**src/dsu_pkg.sv**
```systemverilog
package dsu_pkg;

  // ----------------------------------------------------------------
  // Clock and timing
  // ----------------------------------------------------------------
  localparam int CLK_NS = 40;
  // Nominal width of an external update pulse on a free bus line
  localparam int PULSE_NOMINAL_NS = 1000;
  // Least time a line must stay high before it counts as a pulse
  localparam int PULSE_QUAL_NS = 500;
  localparam int PULSE_QUAL_CYC = (PULSE_QUAL_NS + CLK_NS - 1) / CLK_NS;
  localparam int QCNT_W = 5;
  localparam logic [QCNT_W-1:0] QUAL_LAST = QCNT_W'(PULSE_QUAL_CYC - 1);
  localparam logic [QCNT_W-1:0] QCNT_ZERO = 5'h00;
  localparam logic [QCNT_W-1:0] QCNT_ONE = 5'h01;

  // ----------------------------------------------------------------
  // Command codes
  // ----------------------------------------------------------------
  localparam logic [4:0] FN_ANGLE_WRITE = 5'h10;
  localparam logic [4:0] FN_MODE_WRITE = 5'h11;
  localparam logic [4:0] FN_EXECUTE = 5'h19;
  localparam logic [3:0] SUB_LOW = 4'h0;
  localparam logic [3:0] SUB_HIGH = 4'h1;

  // ----------------------------------------------------------------
  // Dataway write-line field positions (index k holds line k+1)
  // ----------------------------------------------------------------
  localparam int W_WIDTH = 24;
  localparam int ANGLE_W = 16;
  localparam int BYTE_W = 8;
  localparam int CH1_MSB = 23;
  localparam int CH1_LSB = 8;
  localparam int CH2H_MSB = 7;
  localparam int CH2H_LSB = 0;
  localparam int CH2L_MSB = 23;
  localparam int CH2L_LSB = 16;
  localparam int CH3_MSB = 15;
  localparam int CH3_LSB = 0;
  localparam int MODE_MSB = 2;
  localparam int MODE_LSB = 0;

  // ----------------------------------------------------------------
  // Transfer modes and reset values
  // ----------------------------------------------------------------
  localparam logic [2:0] MODE_EITHER = 3'h4;
  localparam logic [2:0] MODE_P2 = 3'h5;
  localparam logic [2:0] MODE_P1 = 3'h6;
  localparam logic [2:0] MODE_P2_THEN_P1 = 3'h7;
  localparam logic [2:0] MODE_RESET = 3'h7;
  localparam logic [15:0] ANGLE_RESET = 16'h0000;

  // ----------------------------------------------------------------
  // Carriers
  // ----------------------------------------------------------------
  typedef struct packed {
    logic n;
    logic s1;
    logic s2;
    logic z;
    logic [4:0] f;
    logic [3:0] a;
  } dsu_ctl_t;

  localparam int CTL_W = 13;

  typedef struct packed {
    logic [15:0] ch3;
    logic [15:0] ch2;
    logic [15:0] ch1;
  } dsu_angles_t;

  typedef enum logic [1:0] {
    CYC_IDLE = 2'b00,
    CYC_ADDR = 2'b01,
    CYC_STROBE = 2'b10,
    CYC_HOLD = 2'b11
  } dsu_cyc_t;

  typedef enum logic {
    SEQ_WAIT_P2 = 1'b0,
    SEQ_ARMED = 1'b1
  } dsu_seq_t;

endpackage

```
**src/dsu_sync.sv**
```systemverilog
module dsu_sync
  import dsu_pkg::*;
#(
  parameter int WIDTH = 1
) (
  // Clock and reset
  input wire logic mclk_in,
  input wire logic sys_rst_in,
  // Raw pins
  input wire logic [WIDTH-1:0] d_in,
  // Filtered level
  output logic [WIDTH-1:0] q_out
);

  logic [WIDTH-1:0] stage1;
  logic [WIDTH-1:0] stage2;
  logic [WIDTH-1:0] stage3;
  logic [WIDTH-1:0] agree;
  logic [WIDTH-1:0] next_q;

  // A bit only moves once the last two stages agree, which hides
  // a single-cycle disagreement while a pin is still settling
  assign agree = ~(stage2 ^ stage3);
  assign next_q = (agree & stage3) | (~agree & q_out);

  always_ff @(posedge mclk_in or posedge sys_rst_in) begin
    if (sys_rst_in) begin
      stage1 <= '0;
      stage2 <= '0;
      stage3 <= '0;
      q_out <= '0;
    end else begin
      stage1 <= d_in;
      stage2 <= stage1;
      stage3 <= stage2;
      q_out <= next_q;
    end
  end

endmodule

```
**src/dsu_chan.sv**
```systemverilog
module dsu_chan
  import dsu_pkg::*;
(
  // Clock and reset
  input wire logic mclk_in,
  input wire logic sys_rst_in,
  // Staging loads
  input wire logic hi_we_in,
  input wire logic [BYTE_W-1:0] hi_in,
  input wire logic lo_we_in,
  input wire logic [BYTE_W-1:0] lo_in,
  // Update
  input wire logic xfer_in,
  // Holding value for the converter
  output logic [ANGLE_W-1:0] angle_out
);

  logic [ANGLE_W-1:0] staging;
  logic [BYTE_W-1:0] next_hi;
  logic [BYTE_W-1:0] next_lo;

  // Untouched bytes keep their contents
  assign next_hi = hi_we_in ? hi_in : staging[ANGLE_W-1:BYTE_W];
  assign next_lo = lo_we_in ? lo_in : staging[BYTE_W-1:0];

  always_ff @(posedge mclk_in or posedge sys_rst_in) begin
    if (sys_rst_in) begin
      staging <= ANGLE_RESET;
    end else begin
      staging <= {next_hi, next_lo};
    end
  end

  // Holding moves only on an update; the old staging value is taken
  always_ff @(posedge mclk_in or posedge sys_rst_in) begin
    if (sys_rst_in) begin
      angle_out <= ANGLE_RESET;
    end else if (xfer_in) begin
      angle_out <= staging;
    end
  end

endmodule

```
**src/dsu_top.sv**
```systemverilog
module dsu_top
  import dsu_pkg::*;
(
  // Clock and reset
  input wire logic mclk_in,
  input wire logic sys_rst_in,
  // Dataway command and strobes
  input wire dsu_ctl_t ctl_in,
  // Dataway write lines, index k is line k+1
  input wire logic [W_WIDTH-1:0] w_in,
  // Free bus update lines
  input wire logic p1_in,
  input wire logic p2_in,
  // Dataway responses
  output logic q_out,
  output logic x_out,
  // Converter side
  output dsu_angles_t angles_out,
  output logic xfer_out,
  // Status
  output logic [2:0] mode_out,
  output logic armed_out
);

  // ----------------------------------------------------------------
  // Pin synchronisers
  // ----------------------------------------------------------------
  logic [CTL_W-1:0] ctl_sync;
  logic [W_WIDTH-1:0] w_sync;
  logic [1:0] pline_sync;
  dsu_ctl_t ctl;

  dsu_sync #(
    .WIDTH(CTL_W)
  ) u_ctl_sync (
    .mclk_in(mclk_in),
    .sys_rst_in(sys_rst_in),
    .d_in(ctl_in),
    .q_out(ctl_sync)
  );

  dsu_sync #(
    .WIDTH(W_WIDTH)
  ) u_w_sync (
    .mclk_in(mclk_in),
    .sys_rst_in(sys_rst_in),
    .d_in(w_in),
    .q_out(w_sync)
  );

  dsu_sync #(
    .WIDTH(2)
  ) u_pline_sync (
    .mclk_in(mclk_in),
    .sys_rst_in(sys_rst_in),
    .d_in({p2_in, p1_in}),
    .q_out(pline_sync)
  );

  assign ctl = dsu_ctl_t'(ctl_sync);

  // ----------------------------------------------------------------
  // Command decode
  // ----------------------------------------------------------------
  wire cmd_angle_low = (ctl.f == FN_ANGLE_WRITE) && (ctl.a == SUB_LOW);
  wire cmd_angle_high = (ctl.f == FN_ANGLE_WRITE) && (ctl.a == SUB_HIGH);
  wire cmd_mode = (ctl.f == FN_MODE_WRITE) && (ctl.a == SUB_LOW);
  wire cmd_exec = (ctl.f == FN_EXECUTE) && (ctl.a == SUB_LOW);
  wire cmd_valid = cmd_angle_low | cmd_angle_high | cmd_mode | cmd_exec;

  // ----------------------------------------------------------------
  // Dataway cycle tracking
  // ----------------------------------------------------------------
  // One action per addressed cycle: a strobe that bounces or a long N
  // must not repeat a write or a transfer
  dsu_cyc_t cyc;
  dsu_cyc_t next_cyc;
  logic s2_prev;
  wire go;
  wire init_go;

  assign go = (cyc == CYC_ADDR) & ctl.n & ctl.s1;
  // Initialize is unaddressed and acts at the second strobe
  assign init_go = ctl.z & ctl.s2 & ~s2_prev;

  always_comb begin
    next_cyc = cyc;
    case (cyc)
      CYC_IDLE: begin
        if (ctl.n) begin
          next_cyc = CYC_ADDR;
        end
      end
      CYC_ADDR: begin
        if (!ctl.n) begin
          next_cyc = CYC_IDLE;
        end else if (ctl.s1) begin
          next_cyc = CYC_STROBE;
        end
      end
      CYC_STROBE: begin
        if (!ctl.n) begin
          next_cyc = CYC_IDLE;
        end else if (!ctl.s1) begin
          next_cyc = CYC_HOLD;
        end
      end
      CYC_HOLD: begin
        if (!ctl.n) begin
          next_cyc = CYC_IDLE;
        end
      end
      default: begin
        next_cyc = CYC_IDLE;
      end
    endcase
  end

  always_ff @(posedge mclk_in or posedge sys_rst_in) begin
    if (sys_rst_in) begin
      cyc <= CYC_IDLE;
      s2_prev <= 1'b0;
    end else begin
      cyc <= next_cyc;
      s2_prev <= ctl.s2;
    end
  end

  // ----------------------------------------------------------------
  // Responses
  // ----------------------------------------------------------------
  // Both answers follow N, so an unaddressed or unknown command
  // leaves the response lines quiet
  wire next_q = ctl.n & cmd_valid;

  always_ff @(posedge mclk_in or posedge sys_rst_in) begin
    if (sys_rst_in) begin
      q_out <= 1'b0;
      x_out <= 1'b0;
    end else begin
      q_out <= next_q;
      x_out <= next_q;
    end
  end

  // ----------------------------------------------------------------
  // Transfer mode register
  // ----------------------------------------------------------------
  logic [2:0] mode;
  wire mode_we;

  assign mode_we = go & cmd_mode;

  always_ff @(posedge mclk_in or posedge sys_rst_in) begin
    if (sys_rst_in) begin
      mode <= MODE_RESET;
    end else if (init_go) begin
      mode <= MODE_RESET;
    end else if (mode_we) begin
      mode <= w_sync[MODE_MSB:MODE_LSB];
    end
  end

  // ----------------------------------------------------------------
  // Update pulse qualification
  // ----------------------------------------------------------------
  // A line must stay high for half the nominal width before it counts,
  // so short noise on the free bus lines does not update the outputs;
  // each pulse fires once however long it lasts
  logic [QCNT_W-1:0] pcnt [2];
  logic [1:0] pfire;

  for (genvar gi = 0; gi < 2; gi++) begin : g_pq
    assign pfire[gi] = pline_sync[gi] & (pcnt[gi] == QUAL_LAST);
    always_ff @(posedge mclk_in or posedge sys_rst_in) begin
      if (sys_rst_in) begin
        pcnt[gi] <= QCNT_ZERO;
      end else if (!pline_sync[gi]) begin
        pcnt[gi] <= QCNT_ZERO;
      end else if (pcnt[gi] != QUAL_LAST + QCNT_ONE) begin
        pcnt[gi] <= pcnt[gi] + QCNT_ONE;
      end
    end
  end

  wire p1_hit = pfire[0];
  wire p2_hit = pfire[1];

  // ----------------------------------------------------------------
  // Mode selection of the external update
  // ----------------------------------------------------------------
  wire seq_fire;
  wire xfer_ext;
  wire xfer;
  wire seq_new7 = init_go | (w_sync[MODE_MSB:MODE_LSB] == MODE_P2_THEN_P1);

  // Modes 0 to 3 match none of these and leave the lines without effect
  wire mode_either = (mode == MODE_EITHER);
  wire mode_p2 = (mode == MODE_P2);
  wire mode_p1 = (mode == MODE_P1);
  wire mode_seq = (mode == MODE_P2_THEN_P1);

  // ----------------------------------------------------------------
  // Two-pulse sequence for mode 7
  // ----------------------------------------------------------------
  dsu_seq_t seq;
  dsu_seq_t next_seq;

  assign seq_fire = mode_seq & (seq == SEQ_ARMED) & p1_hit;

  // A fresh P2 in the same cycle as the firing P1 re-arms, so that
  // pulse is not lost
  always_comb begin
    next_seq = seq;
    case (seq)
      SEQ_WAIT_P2: begin
        if (mode_seq && p2_hit) begin
          next_seq = SEQ_ARMED;
        end
      end
      SEQ_ARMED: begin
        if (!mode_seq) begin
          next_seq = SEQ_WAIT_P2;
        end else if (p1_hit && !p2_hit) begin
          next_seq = SEQ_WAIT_P2;
        end
      end
      default: begin
        next_seq = SEQ_WAIT_P2;
      end
    endcase
    // A mode write or initialize starts the sequence afresh, yet a P2
    // firing in that cycle still arms a new mode 7: the set wins
    if (init_go || mode_we) begin
      next_seq = SEQ_WAIT_P2;
      if (p2_hit && seq_new7) begin
        next_seq = SEQ_ARMED;
      end
    end
  end

  always_ff @(posedge mclk_in or posedge sys_rst_in) begin
    if (sys_rst_in) begin
      seq <= SEQ_WAIT_P2;
    end else begin
      seq <= next_seq;
    end
  end

  assign xfer_ext = (mode_either & (p1_hit | p2_hit))
                  | (mode_p2 & p2_hit)
                  | (mode_p1 & p1_hit)
                  | seq_fire;
  assign xfer = xfer_ext | (go & cmd_exec);

  // ----------------------------------------------------------------
  // Staging and holding registers
  // ----------------------------------------------------------------
  wire wr_low = go & cmd_angle_low;
  wire wr_high = go & cmd_angle_high;

  // Channel 1 takes the top sixteen lines of the low write
  dsu_chan u_ch1 (
    .mclk_in(mclk_in),
    .sys_rst_in(sys_rst_in),
    .hi_we_in(wr_low),
    .hi_in(w_sync[CH1_MSB:CH1_LSB+BYTE_W]),
    .lo_we_in(wr_low),
    .lo_in(w_sync[CH1_LSB+BYTE_W-1:CH1_LSB]),
    .xfer_in(xfer),
    .angle_out(angles_out.ch1)
  );

  // Channel 2 is split across both writes
  dsu_chan u_ch2 (
    .mclk_in(mclk_in),
    .sys_rst_in(sys_rst_in),
    .hi_we_in(wr_low),
    .hi_in(w_sync[CH2H_MSB:CH2H_LSB]),
    .lo_we_in(wr_high),
    .lo_in(w_sync[CH2L_MSB:CH2L_LSB]),
    .xfer_in(xfer),
    .angle_out(angles_out.ch2)
  );

  // Channel 3 takes the bottom sixteen lines of the high write
  dsu_chan u_ch3 (
    .mclk_in(mclk_in),
    .sys_rst_in(sys_rst_in),
    .hi_we_in(wr_high),
    .hi_in(w_sync[CH3_MSB:CH3_LSB+BYTE_W]),
    .lo_we_in(wr_high),
    .lo_in(w_sync[CH3_LSB+BYTE_W-1:CH3_LSB]),
    .xfer_in(xfer),
    .angle_out(angles_out.ch3)
  );

  // ----------------------------------------------------------------
  // Converter strobe and status
  // ----------------------------------------------------------------
  // Angles pass as plain unsigned binary, MSB worth half a turn; the
  // strobe is high in the first cycle the new holding value shows
  always_ff @(posedge mclk_in or posedge sys_rst_in) begin
    if (sys_rst_in) begin
      xfer_out <= 1'b0;
      mode_out <= MODE_RESET;
      armed_out <= 1'b0;
    end else begin
      xfer_out <= xfer;
      mode_out <= mode;
      armed_out <= (next_seq == SEQ_ARMED);
    end
  end

endmodule

```
**config.mk**
```make
export PLATFORM = sky130hd
export DESIGN_NAME = dsu_top
export DESIGN_NICKNAME = d
export VERILOG_FILES = /design/src/dsu_pkg.sv /design/src/dsu_sync.sv /design/src/dsu_chan.sv /design/src/dsu_top.sv
export SDC_FILE = /design/constraint.sdc
export NUM_CORES = 1
export LEC_CHECK = 0
export ABC_AREA = 1
export BUFFER_PORTS_ARGS = -buffer_cell sky130_fd_sc_hd__buf_2
export CAP_MARGIN = 20
export CORE_ASPECT_RATIO = 1.25
export CORE_UTILIZATION = 26
export CTS_BUF_LIST = sky130_fd_sc_hd__clkbuf_8
export CTS_CLUSTER_DIAMETER = 50
export DETAILED_ROUTE_END_ITERATION = 7
export REMOVE_ABC_BUFFERS = 1
export SLEW_MARGIN = 25
export SYNTH_ARGS = -nofsm -noshare
export SYNTH_HDL_FRONTEND = slang
export SYNTH_SLANG_ARGS = --single-unit
```
**constraint.sdc**
```tcl
create_clock -name mclk_in -period 19.49 [get_ports mclk_in]
set_clock_uncertainty 0.15 [all_clocks]
set_input_delay 1.949 -clock mclk_in [delete_from_list [all_inputs] [get_ports mclk_in]]
set_output_delay 1.949 -clock mclk_in [all_outputs]
set_load 0.01 [all_outputs]
```
==> metrics.txt, run 1 <==
DRT Wirelength 19.58 mm; Setup Buffers After CTS 0; Die Ht 214.9 µm; HP Class reg2reg; Fin. Hold Viols 0; Setup crit start kind flop; Critical Path, Cell by Cell buf_2; CORE AREA 35550 µm²; Post-synth ARST share 100.0%; setup_tns 0 ps; CTS Buf Count 46; fin crit period 3280 ps; Worst-path clk slew 60 ps; IO Pins 96; VDD IR max 32.78 µV; Resized cells post-CTS 0; Setup Viol. Count Final 0; hold_buf cts 0; Post-DP HPWL 11.69 mm; Slew @ Worst Pin 857.8 ps; Post-synth EDFFs 0; Final Cycle Share 16.83%; Mean Syn Cell Area 12.30 µm²; first-pass GRT wire length 32.79 mm; Max Cap Viol 0; grt total ovfl 0; first-iteration detailed-routing DRC count 222; predominant post-synthesis flop cell dfrtp_1; Clock Sinks 274; via count 5812; DR DRC count 0; worst-path maximum fanout 1; power density cells 104.9 nW/µm²; distinct cell type count after synthesis 24; Post-synth top cells 268 x dfrtp_1, 223 x nand2_1, 72 x nand4_1; status finished clean; Worst EP arrival 1180 ps; clk_lat worst skew 550 ps; share of layout cells above drive strength 1 21.20%; starting density of the core 26.51%; CTS tree built; final design utilization 32.03%; top-count cell post-synth dfrtp_1; Crit-path slowest cell dfstp_2; setup ws final 16210 ps; Avg WL per Cell 14.09 µm; Layout area overhead 20.80%; via/cell ratio 4.181; Global Route Usage Sum 11.29%; drt pass-1 iters 4; cell family with most CP delay flip-flops; area fraction of the dominant cell type after synthesis 71.15%; Fmax 0.3049 GHz; data required time of the worst path 17390 ps; register area share after synthesis 72.83%; Max-Slew Margin vs Limit 42.81%; area leader, netlist dfrtp_1; Net count, final 925; clk buf depth 3; largest net degree at the start of global routing 121; Final Max Slew Viols 0; GPL Wtd Cong 0.7472; CP endpoint kind primary output; # port buffers 95; Root Buffer clkbuf_8; H-tree depth 2; initial antenna violation count 2; Syn. warnings 0; Synth area leaders dfrtp_1 71%, nand2_1 8.9%, nand4_1 4.8%; DIE WIDTH 172.3 µm; post-synthesis cell area 9425 µm²; CP peak stage delay 510 ps; DRT antenna net count 0; Die ar. 37020 µm²; post-place setup slack 15710 ps; Worst Path Buf+Inv 1; synthesis-stage register bit count 274; Leakage Power 5.815 nW; Tot Pwr 1.194 mW; Cells after Synth 766; WS Path Type reg2out; vias in the first global route 6217; site row count 77; RSZ-0062 raised after global routing no
==> metrics by stage <==
| stage | hold slack (ps) | instance area [µm²] | cells |
|---|---|---|---|
| finish | 179.9 | 11390 | 1390 |
| global route | 182.5 | 11390 | 1390 |
| CTS | 188.7 | 11370 | 1389 |
| detailed placement | 184.7 | 10370 | 1304 |
| global placement | 181.3 | 10340 | 1303 |
| floorplan | 181.2 | 9220 | 729 |
==> cell type report <==
type | instances | area [µm²]
fill | 3554 | 24160
sequential | 274 | 6864
multi-input combinational | 430 | 2282
clock buffer | 59 | 812.0
tap | 474 | 593.1
timing repair buffer | 101 | 540.5
clock inverter | 26 | 190.2
inverter | 25 | 101.3
antenna | 1 | 2.502
==> power by group <==
part / switching [mW] / total [mW] / internal, mW / leakage, nW
clock network: 0.224 / 0.536 / 0.312 / 0.578
registers: 0.0174 / 0.613 / 0.596 / 3.44
logic: 0.0286 / 0.0444 / 0.0158 / 1.80
total: 0.270 / 1.19 / 0.924 / 5.81
==> kinds of logic (layout without fill, tap and decap cells) <==
logic type	after synthesis	in the layout	synth area share, %
AOI/OAI and AO/OA	21	21	1.155
xor gates and xnor gates	3	3	0.2788
adders and majority gates	45	45	4.938
buffers and inverters	62	211	3.173
DFF	274	274	72.83
other	0	1	0
and+or+nand+nor	361	361	17.63
==> routing by layer <==
metal	vias to the layer above	track usage [%]	wire length, µm
li1	2782	-	-
met5	-	0	0
met3	48	3.517	1391
met1	2850	13.95	8242
met2	132	17.77	9315
met4	0	5.398	630
==> final timing paths <==
kind	endpoint	cells after the start	slack (ps)	startpoint
setup / recovery	mode_out[2]	1	16210	mode_out[2]$_DFF_PP1_
hold / removal	u_ctl_sync.stage2[9]$_DFF_PP0_	0	180	u_ctl_sync.stage1[9]$_DFF_PP0_
setup reg to reg	u_ch1.angle_out[0]$_DFFE_PP0P_	7	16830	flop
hold reg to reg	u_ctl_sync.stage2[9]$_DFF_PP0_	0	180	u_ctl_sync.stage1[9]$_DFF_PP0_
max in group asynchronous	xfer_out$_DFF_PP0_	3	16390	sys_rst_in
min in group asynchronous	u_ctl_sync.stage1[6]$_DFF_PP0_	2	1410	sys_rst_in
==> cell usage in the layout (no fill, tap or decap) <==
cell type  count
nor2_2         2
clkinv_4       1
nor2_1        16
nand2_1      222
nand4_1       72
xor2_1         3
inv_1         36
nand3_4        1
clkinv_2       7
dfrtp_1      268
nor3_4         2
a21oi_1        4
nand3_1       38
buf_2         95
ha_1           6
nand3_2        3
buf_16         1
buf_4          5
clkbuf_8      59
diode_2        1
inv_8          1
nor2_8         1
o21ai_0       14
a31oi_1        3
bufinv_16      3
nand2_4        2
inv_2          3
dfstp_2        6
nand2_2        2
maj3_1        39
Note: power is estimated with default switching activity, not from simulation.
==> run 2, diff against run 1 <==
--- a/config.mk
+++ b/config.mk
@@ -5,7 +5,7 @@
 export SDC_FILE = /design/constraint.sdc
 export NUM_CORES = 1
 export LEC_CHECK = 0
-export ABC_AREA = 1
+export ABC_AREA = 0
 export BUFFER_PORTS_ARGS = -buffer_cell sky130_fd_sc_hd__buf_2
 export CAP_MARGIN = 20
 export CORE_ASPECT_RATIO = 1.25
==> constraint.sdc (replaced) <==
create_clock -name mclk_in -period 2.85 [get_ports mclk_in]
set_clock_uncertainty 0.15 [all_clocks]
set_input_delay 0.285 -clock mclk_in [delete_from_list [all_inputs] [get_ports mclk_in]]
set_output_delay 0.285 -clock mclk_in [all_outputs]
set_load 0.01 [all_outputs]
==> run 2 against run 1 <==
Against the previous run:
- die area is 4.3% lower
- non-clock buffer count is 44 higher
- largest power group unchanged
- combinational power grew to 6.4 times the previous value
- core utilization grew 1.7 points
- hold slack improved by 11 ps
- critical path type is now reg2reg
- count of clock-buffer cells in the layout is 3 lower
==> metrics.txt, run 2 <==
Net Sw Frac 22.44% (-0.17 points); predominant post-synthesis flop cell dfrtp_1; via/cell ratio 3.888 (-7.0%); R2R depth 5 (-2); Critical Path, Cell by Cell nor4_4, nand3_2, nor4b_4, buf_4, mux2_2; Clock Power Share 43.0% (-1.9 points); VDD IR max 351.9 µV (+970%); area leader, netlist dfrtp_1; final design utilization 33.75% (+1.7 points); Setup crit start kind flop; post-place setup slack 612.6 ps (-15100 ps); via count 4572 (-21%); top-count cell post-synth dfrtp_1; IO Pins 96 (unchanged); DRT Wirelength 15.80 mm (-19%); Setup Viol. Count Final 0 (unchanged); Tot Pwr 7.824 mW (+560%); Layout fillers 3296 (-7.3%); CP peak stage delay 410 ps (-100 ps); Reg power frac 53.4% (+2.0 points); site row count 75 (-2.6%); hold_sp u_w_sync.stage1[10]$_DFF_PP0_; NetSw 1.756 mW (+550%); Die Ht 210.1 µm (-2.2%); Fin. Hold Viols 0 (unchanged); share of layout cells above drive strength 1 38.94% (+18 points); post-synthesis cell area 9011 µm² (-4.4%); area fraction of the dominant cell type after synthesis 74.42% (+3.3 points); Max Cap Viol 0 (unchanged); Mean Syn Cell Area 18.02 µm² (+46%); reg2reg end u_ch3.staging[3]$_DFFE_PP0P_; Net count, final 729 (-21%); first-pass GRT wire length 26.36 mm (-20%); Global Route Usage Sum 9.456% (-1.8 points); Crit-path slowest cell dfrtp_1; most frequent cells in the layout 268 x dfrtp_1, 95 x mux2_2, 95 x buf_2; RSZ-0062 raised after global routing no; initial antenna violation count 0 (-2); Syn. warnings 0 (unchanged); Max-Slew Margin vs Limit 65.70% (+23 points); Cells after Synth 500 (-35%); distinct cell type count after synthesis 35 (+46%); hold depth 0 (unchanged); Final Max Slew Viols 0 (unchanged); cell family with most CP delay simple AND/OR/NAND/NOR gates; first-iteration detailed-routing DRC count 190 (-14%); Worst Path Buf+Inv 1 (unchanged); vias in the first global route 4970 (-20%); Post-DP HPWL 9.735 mm (-17%); WS Path Type reg2reg; Fmax 0.4510 GHz; DIE WIDTH 168.5 µm (-2.2%); Worst EP arrival 2490 ps (+1310 ps); Clock Sinks 274 (unchanged); register area share after synthesis 76.17% (+3.3 points); status finished clean; fin crit period 2217 ps; CTS Buf Count 46 (unchanged); Post-synth ARST share 100.0% (unchanged); DR DRC count 0 (unchanged); data required time of the worst path 3120 ps (-14270 ps); H-tree depth 2 (unchanged); drt pass-1 iters 4 (unchanged); Hold Crit Endpoint u_w_sync.stage2[10]$_DFF_PP0_; # port buffers 95 (unchanged); power density cells 684.3 nW/µm² (+550%); CORE AREA 33880 µm² (-4.7%); starting density of the core 26.60% (+0.088 points); Gate power share 3.6% (about the same); Die ar. 35410 µm² (-4.3%); Post-synth top cells 268 x dfrtp_1, 95 x mux2_2, 39 x maj3_1; Setup Buffers After CTS 0 (unchanged); GPL Wtd Cong 0.6709 (-10%); flop2flop setup slack 630 ps (-16200 ps); HP Class reg2reg; Root Buffer clkbuf_8; CTS tree built; grt total ovfl 0 (unchanged); Synth area leaders dfrtp_1 74%, mux2_2 12%, maj3_1 4.3%; worst-path maximum fanout 14 (+13); Post-synth EDFFs 0 (unchanged); DRT antenna net count 0 (unchanged); Slew @ Worst Pin 514.4 ps (-343.4 ps); ant diodes 0 (-1); synthesis-stage register bit count 274 (unchanged); clk_lat worst skew 550 ps (about the same); CP endpoint kind flop; largest net degree at the start of global routing 83 (-31%); Leakage Power 5.497 nW (-5.5%); most common cell after layout, fill and taps aside dfrtp_1; Layout area overhead 26.88%; Avg WL per Cell 13.43 µm (-4.6%); P_int 6.068 mW (+560%); Final Cycle Share 77.80%; Worst-path clk slew 60 ps (about the same); clk buf depth 3 (unchanged); setup ws final 632.8 ps (-15580 ps)
-- run 2: power groups by stage --
stage	sequential [mW]	clock, mW	combinational, mW
after floorplan	4.21	0	0.172
after global placement	4.24	0	0.244
after detailed placement	4.25	0	0.252
after CTS	4.18	3.55	0.296
after global routing	4.20	3.73	0.328
final	4.18	3.36	0.285
-- run 2: area by class of cell --
class / count / area [µm²] / area share (%)
Sequential cell: 274 / 6864 / 60.03
Multi-Input combinational cell: 209 / 2054 / 17.97
Timing Repair Buffer: 145 / 1001 / 8.755
Clock buffer: 56 / 770.7 / 6.741
Tap cell: 462 / 578.1 / 5.056
Clock inverter: 24 / 135.1 / 1.182
Inverter: 6 / 30.03 / 0.2626
-- run 2: per-stage QoR --
step                      hold slack, ps  TNS [ps]  instance area [µm²]  cells
after floorplan                    166.4  -1428360                 8931    489
after global placement             182.1         0                10130   1056
after detailed placement           184.7         0                10130   1056
after CTS                          156.0         0                11430   1176
after global routing               174.1         0                11430   1176
final                              190.6         0                11430   1176
-- run 2: what timing repair did --
item                                    in CTS  in global routing
hold endpoints to repair                   108                  0
resized for setup                            0                  0
hold buffers                                40                  0
endpoints found under the setup margin       0                  0
-- run 2: logic make-up after synthesis --
group / after synthesis / synth area share [%]
buffers and inverters: 17 / 1.139
DFF: 274 / 76.17
and+or+nand+nor: 44 / 3.513
xor gates and xnor gates: 3 / 0.2916
muxes: 100 / 12.44
adders and majority gates: 45 / 5.165
AOI/OAI and AO/OA: 17 / 1.277
-- run 2: worst max-delay path by stage --
stage	depth (start not counted)	startpoint	to	slack, ps
2_1_floorplan	1	sys_rst_in	asynchronous set/reset pin	-5130
3_3_place_gp	5	flop	u_ch2.angle_out[1]$_DFFE_PP0P_	620
3_5_place_dp	5	flop	u_ch3.staging[3]$_DFFE_PP0P_	610
4_1_cts	5	flop	u_ch3.staging[3]$_DFFE_PP0P_	570
5_1_grt	5	flop	u_ch2.staging[3]$_DFFE_PP0P_	480
6_report	5	flop	u_ch3.staging[3]$_DFFE_PP0P_	630
-- run 2: routing by layer --
metal,track usage (%),vias up,wire length (µm)
met2,14.67,100,7331
met3,3.004,43,898
li1,-,2118,-
met4,4.451,0,528
met5,0,-,0
met1,11.99,2311,7040
==> run 3, diff against run 2 <==
==> constraint.sdc (replaced) <==
create_clock -name mclk_in -period 2.2 [get_ports mclk_in]
set_clock_uncertainty 0.15 [all_clocks]
set_input_delay 0.22 -clock mclk_in [delete_from_list [all_inputs] [get_ports mclk_in]]
set_output_delay 0.22 -clock mclk_in [all_outputs]
set_load 0.01 [all_outputs]
==> run 3 against run 2 <==
Against the previous run:
- the flow now finishes with violations (setup timing)
- flip-flop and latch count unchanged
- cell count grew 2.5%
- total power grew 30%
- core utilization increased by 2.0 points
- critical path depth up 1
- routed wire length grew 10%
- design area is 5.8% higher
- non-clock buffer count is 30 higher
- via count is 5.1% higher
- register-to-register slack worse by 660 ps
- global-route usage up 0.37 points
- hold slack worse by 65 ps
- critical endpoint is now u_ch1.angle_out[9]$_DFFE_PP0P_
==> metrics.txt, run 3 (synthesis gave the netlist of run 2 again) <==
Avg WL per Cell 14.43 µm (+7.4%); failing checks setup timing; # port buffers 95 (unchanged); Post-DP HPWL 10.33 mm (+6.1%); Die Ht 210.1 µm (unchanged); Clock Sinks 274 (unchanged); site row count 75 (unchanged); Crit-path slowest cell dfrtp_1; status finished, violations left; GPL Wtd Cong 0.7236 (+7.9%); CTS Buf Count 46 (unchanged); DRT Wirelength 17.39 mm (+10%); via/cell ratio 3.986 (+2.5%); CORE AREA 33880 µm² (unchanged); Final Max Slew Viols 0 (unchanged); Layout fillers 3256 (-1.2%); DRT antenna net count 0 (unchanged); CP endpoint kind flop; Fin. Hold Viols 0 (unchanged); final design utilization 35.72% (+2.0 points); data required time of the worst path 2460 ps (-660 ps); Post-DP Area 10310 µm² (+1.8%); RSZ-0062 raised after global routing yes; VDD IR max 476.1 µV (+35%); Tot Pwr 10.16 mW (+30%); R2R depth 6 (+1); grt total ovfl 0 (unchanged); largest net degree at the start of global routing 64 (-23%); first-pass GRT wire length 27.34 mm (+3.7%); flop2flop setup slack -30 ps (-660 ps); Slew @ Worst Pin 530.6 ps (+16.21 ps); Final Cycle Share 101.2% (+23 points); first-iteration detailed-routing DRC count 145 (-24%); via count 4803 (+5.1%); Leakage Power 5.748 nW (+4.6%); clk buf depth 3 (unchanged); Critical Path, Cell by Cell nor4_4, buf_4, nand4_1, o311ai_4, buf_12, mux2_2; Setup Viol. Count Final 19 (+19); post-place setup slack -114.9 ps (-727.5 ps); CTS tree built; fin crit period 2227 ps (+9.810 ps); fin area 12100 µm² (+5.8%); Root Buffer clkbuf_8; Worst-path clk slew 60 ps (about the same); WS Path Type reg2reg; starting density of the core 26.60% (unchanged); Net count, final 759 (+4.1%); power density cells 840.0 nW/µm² (+23%); Layout area overhead 34.28%; HP Class in2async; IO Pins 96 (unchanged); initial antenna violation count 2 (+2); Max Cap Viol 0 (unchanged); Die ar. 35410 µm² (unchanged); H-tree depth 2 (unchanged); FF/Latch Area 6864 µm² (unchanged); DR DRC count 0 (unchanged); Global Route Usage Sum 9.824% (+0.37 points); reg2reg end u_ch1.angle_out[9]$_DFFE_PP0P_; setup ws final -27.02 ps (-659.8 ps); CP peak stage delay 420 ps (about the same); most frequent cells in the layout 268 x dfrtp_1, 95 x buf_2, 80 x mux2_4; worst-path maximum fanout 16 (+2); Max-Slew Margin vs Limit 64.54% (-1.2 points); Worst EP arrival 2490 ps (about the same); vias in the first global route 5249 (+5.6%); clk_lat worst skew 550 ps (about the same); share of layout cells above drive strength 1 41.30% (+2.4 points); multi-input logic area 2355 µm² (+15%); Setup crit start kind flop; drt pass-1 iters 4 (unchanged); DIE WIDTH 168.5 µm (unchanged); setup_tns -232.6 ps (-232.6 ps); most common cell after layout, fill and taps aside dfrtp_1; Fmax 0.4490 GHz (-0.44%)
run 3: cell types whose count changed in the layout (fill, tap and decap cells not counted):
cell,delta
mux2_2,-79
buf_6,+3
clkinv_2,-3
diode_2,+2
mux2_4,+80
clkbuf_16,+3
buf_4,+17
mux2_1,-1
buf_12,+7
run 3: cell type report:
cell class | count | share of cell area (%)
Antenna cell | 2 | 0.04136
Clock buffer | 56 | 6.370
Clock inverter | 21 | 0.9927
Inverter | 6 | 0.2482
Multi-Input combinational cell | 209 | 19.46
Sequential cell | 274 | 56.73
Tap cell | 462 | 4.777
Timing Repair Buffer | 175 | 11.38
run 3: timing repair:
| item | in CTS | in global routing |
|---|---|---|
| setup buffers | 4 | 2 |
| gates resized for setup | 50 | 45 |
| pin swaps | 3 | 2 |
| setup endpoints to repair | 58 | 96 |
| hold buffers | 40 | 0 |
| gates cloned | 1 | 4 |
| hold endpoints to repair | 210 | 0 |
run 3: report_power, final:
group / leakage (nW) / total [mW] / switching (mW) / internal [mW]
clock: 0.509 / 4.32 / 1.92 / 2.40
combinational: 1.80 / 0.444 / 0.212 / 0.232
sequential: 3.44 / 5.40 / 0.135 / 5.26
total: 5.75 / 10.2 / 2.27 / 7.89
run 3: worst max-delay path by stage:
stage / end / cells after the start
after floorplan: asynchronous set/reset pin / 1
after global placement: u_ch3.staging[6]$_DFFE_PP0P_ / 5
after detailed placement: u_ch3.staging[14]$_DFFE_PP0P_ / 5
after CTS: u_ch1.angle_out[9]$_DFFE_PP0P_ / 6
after global routing: u_ch1.angle_out[9]$_DFFE_PP0P_ / 6
final: u_ch1.angle_out[9]$_DFFE_PP0P_ / 6
run 3: per-stage QoR:
stage | hold WS [ps] | cells
6_report | 125.3 | 1205
4_1_cts | 97.97 | 1197
5_1_grt | 120.1 | 1205
2_1_floorplan | 101.4 | 489
3_3_place_gp | 150.3 | 1075
3_5_place_dp | 159.9 | 1075
run 3: per-layer routing:
layer  part of all wire, %  global-route usage (%)  vias to the layer above
met3                   4.7                   2.891                       47
met2                    46                   15.35                      112
met5                     0                       0                        -
met4                   3.5                   5.016                        0
met1                    45                   12.36                     2469
li1                      -                       -                     2175
run 3: worst max-delay path: cells and delay by family, from the launching register on:
family | cells | cell delay [ps]
compound gates | 1 | 220
buf+inv | 2 | 410
flops | 1 | 420
mux | 1 | 340
simple gates | 2 | 540
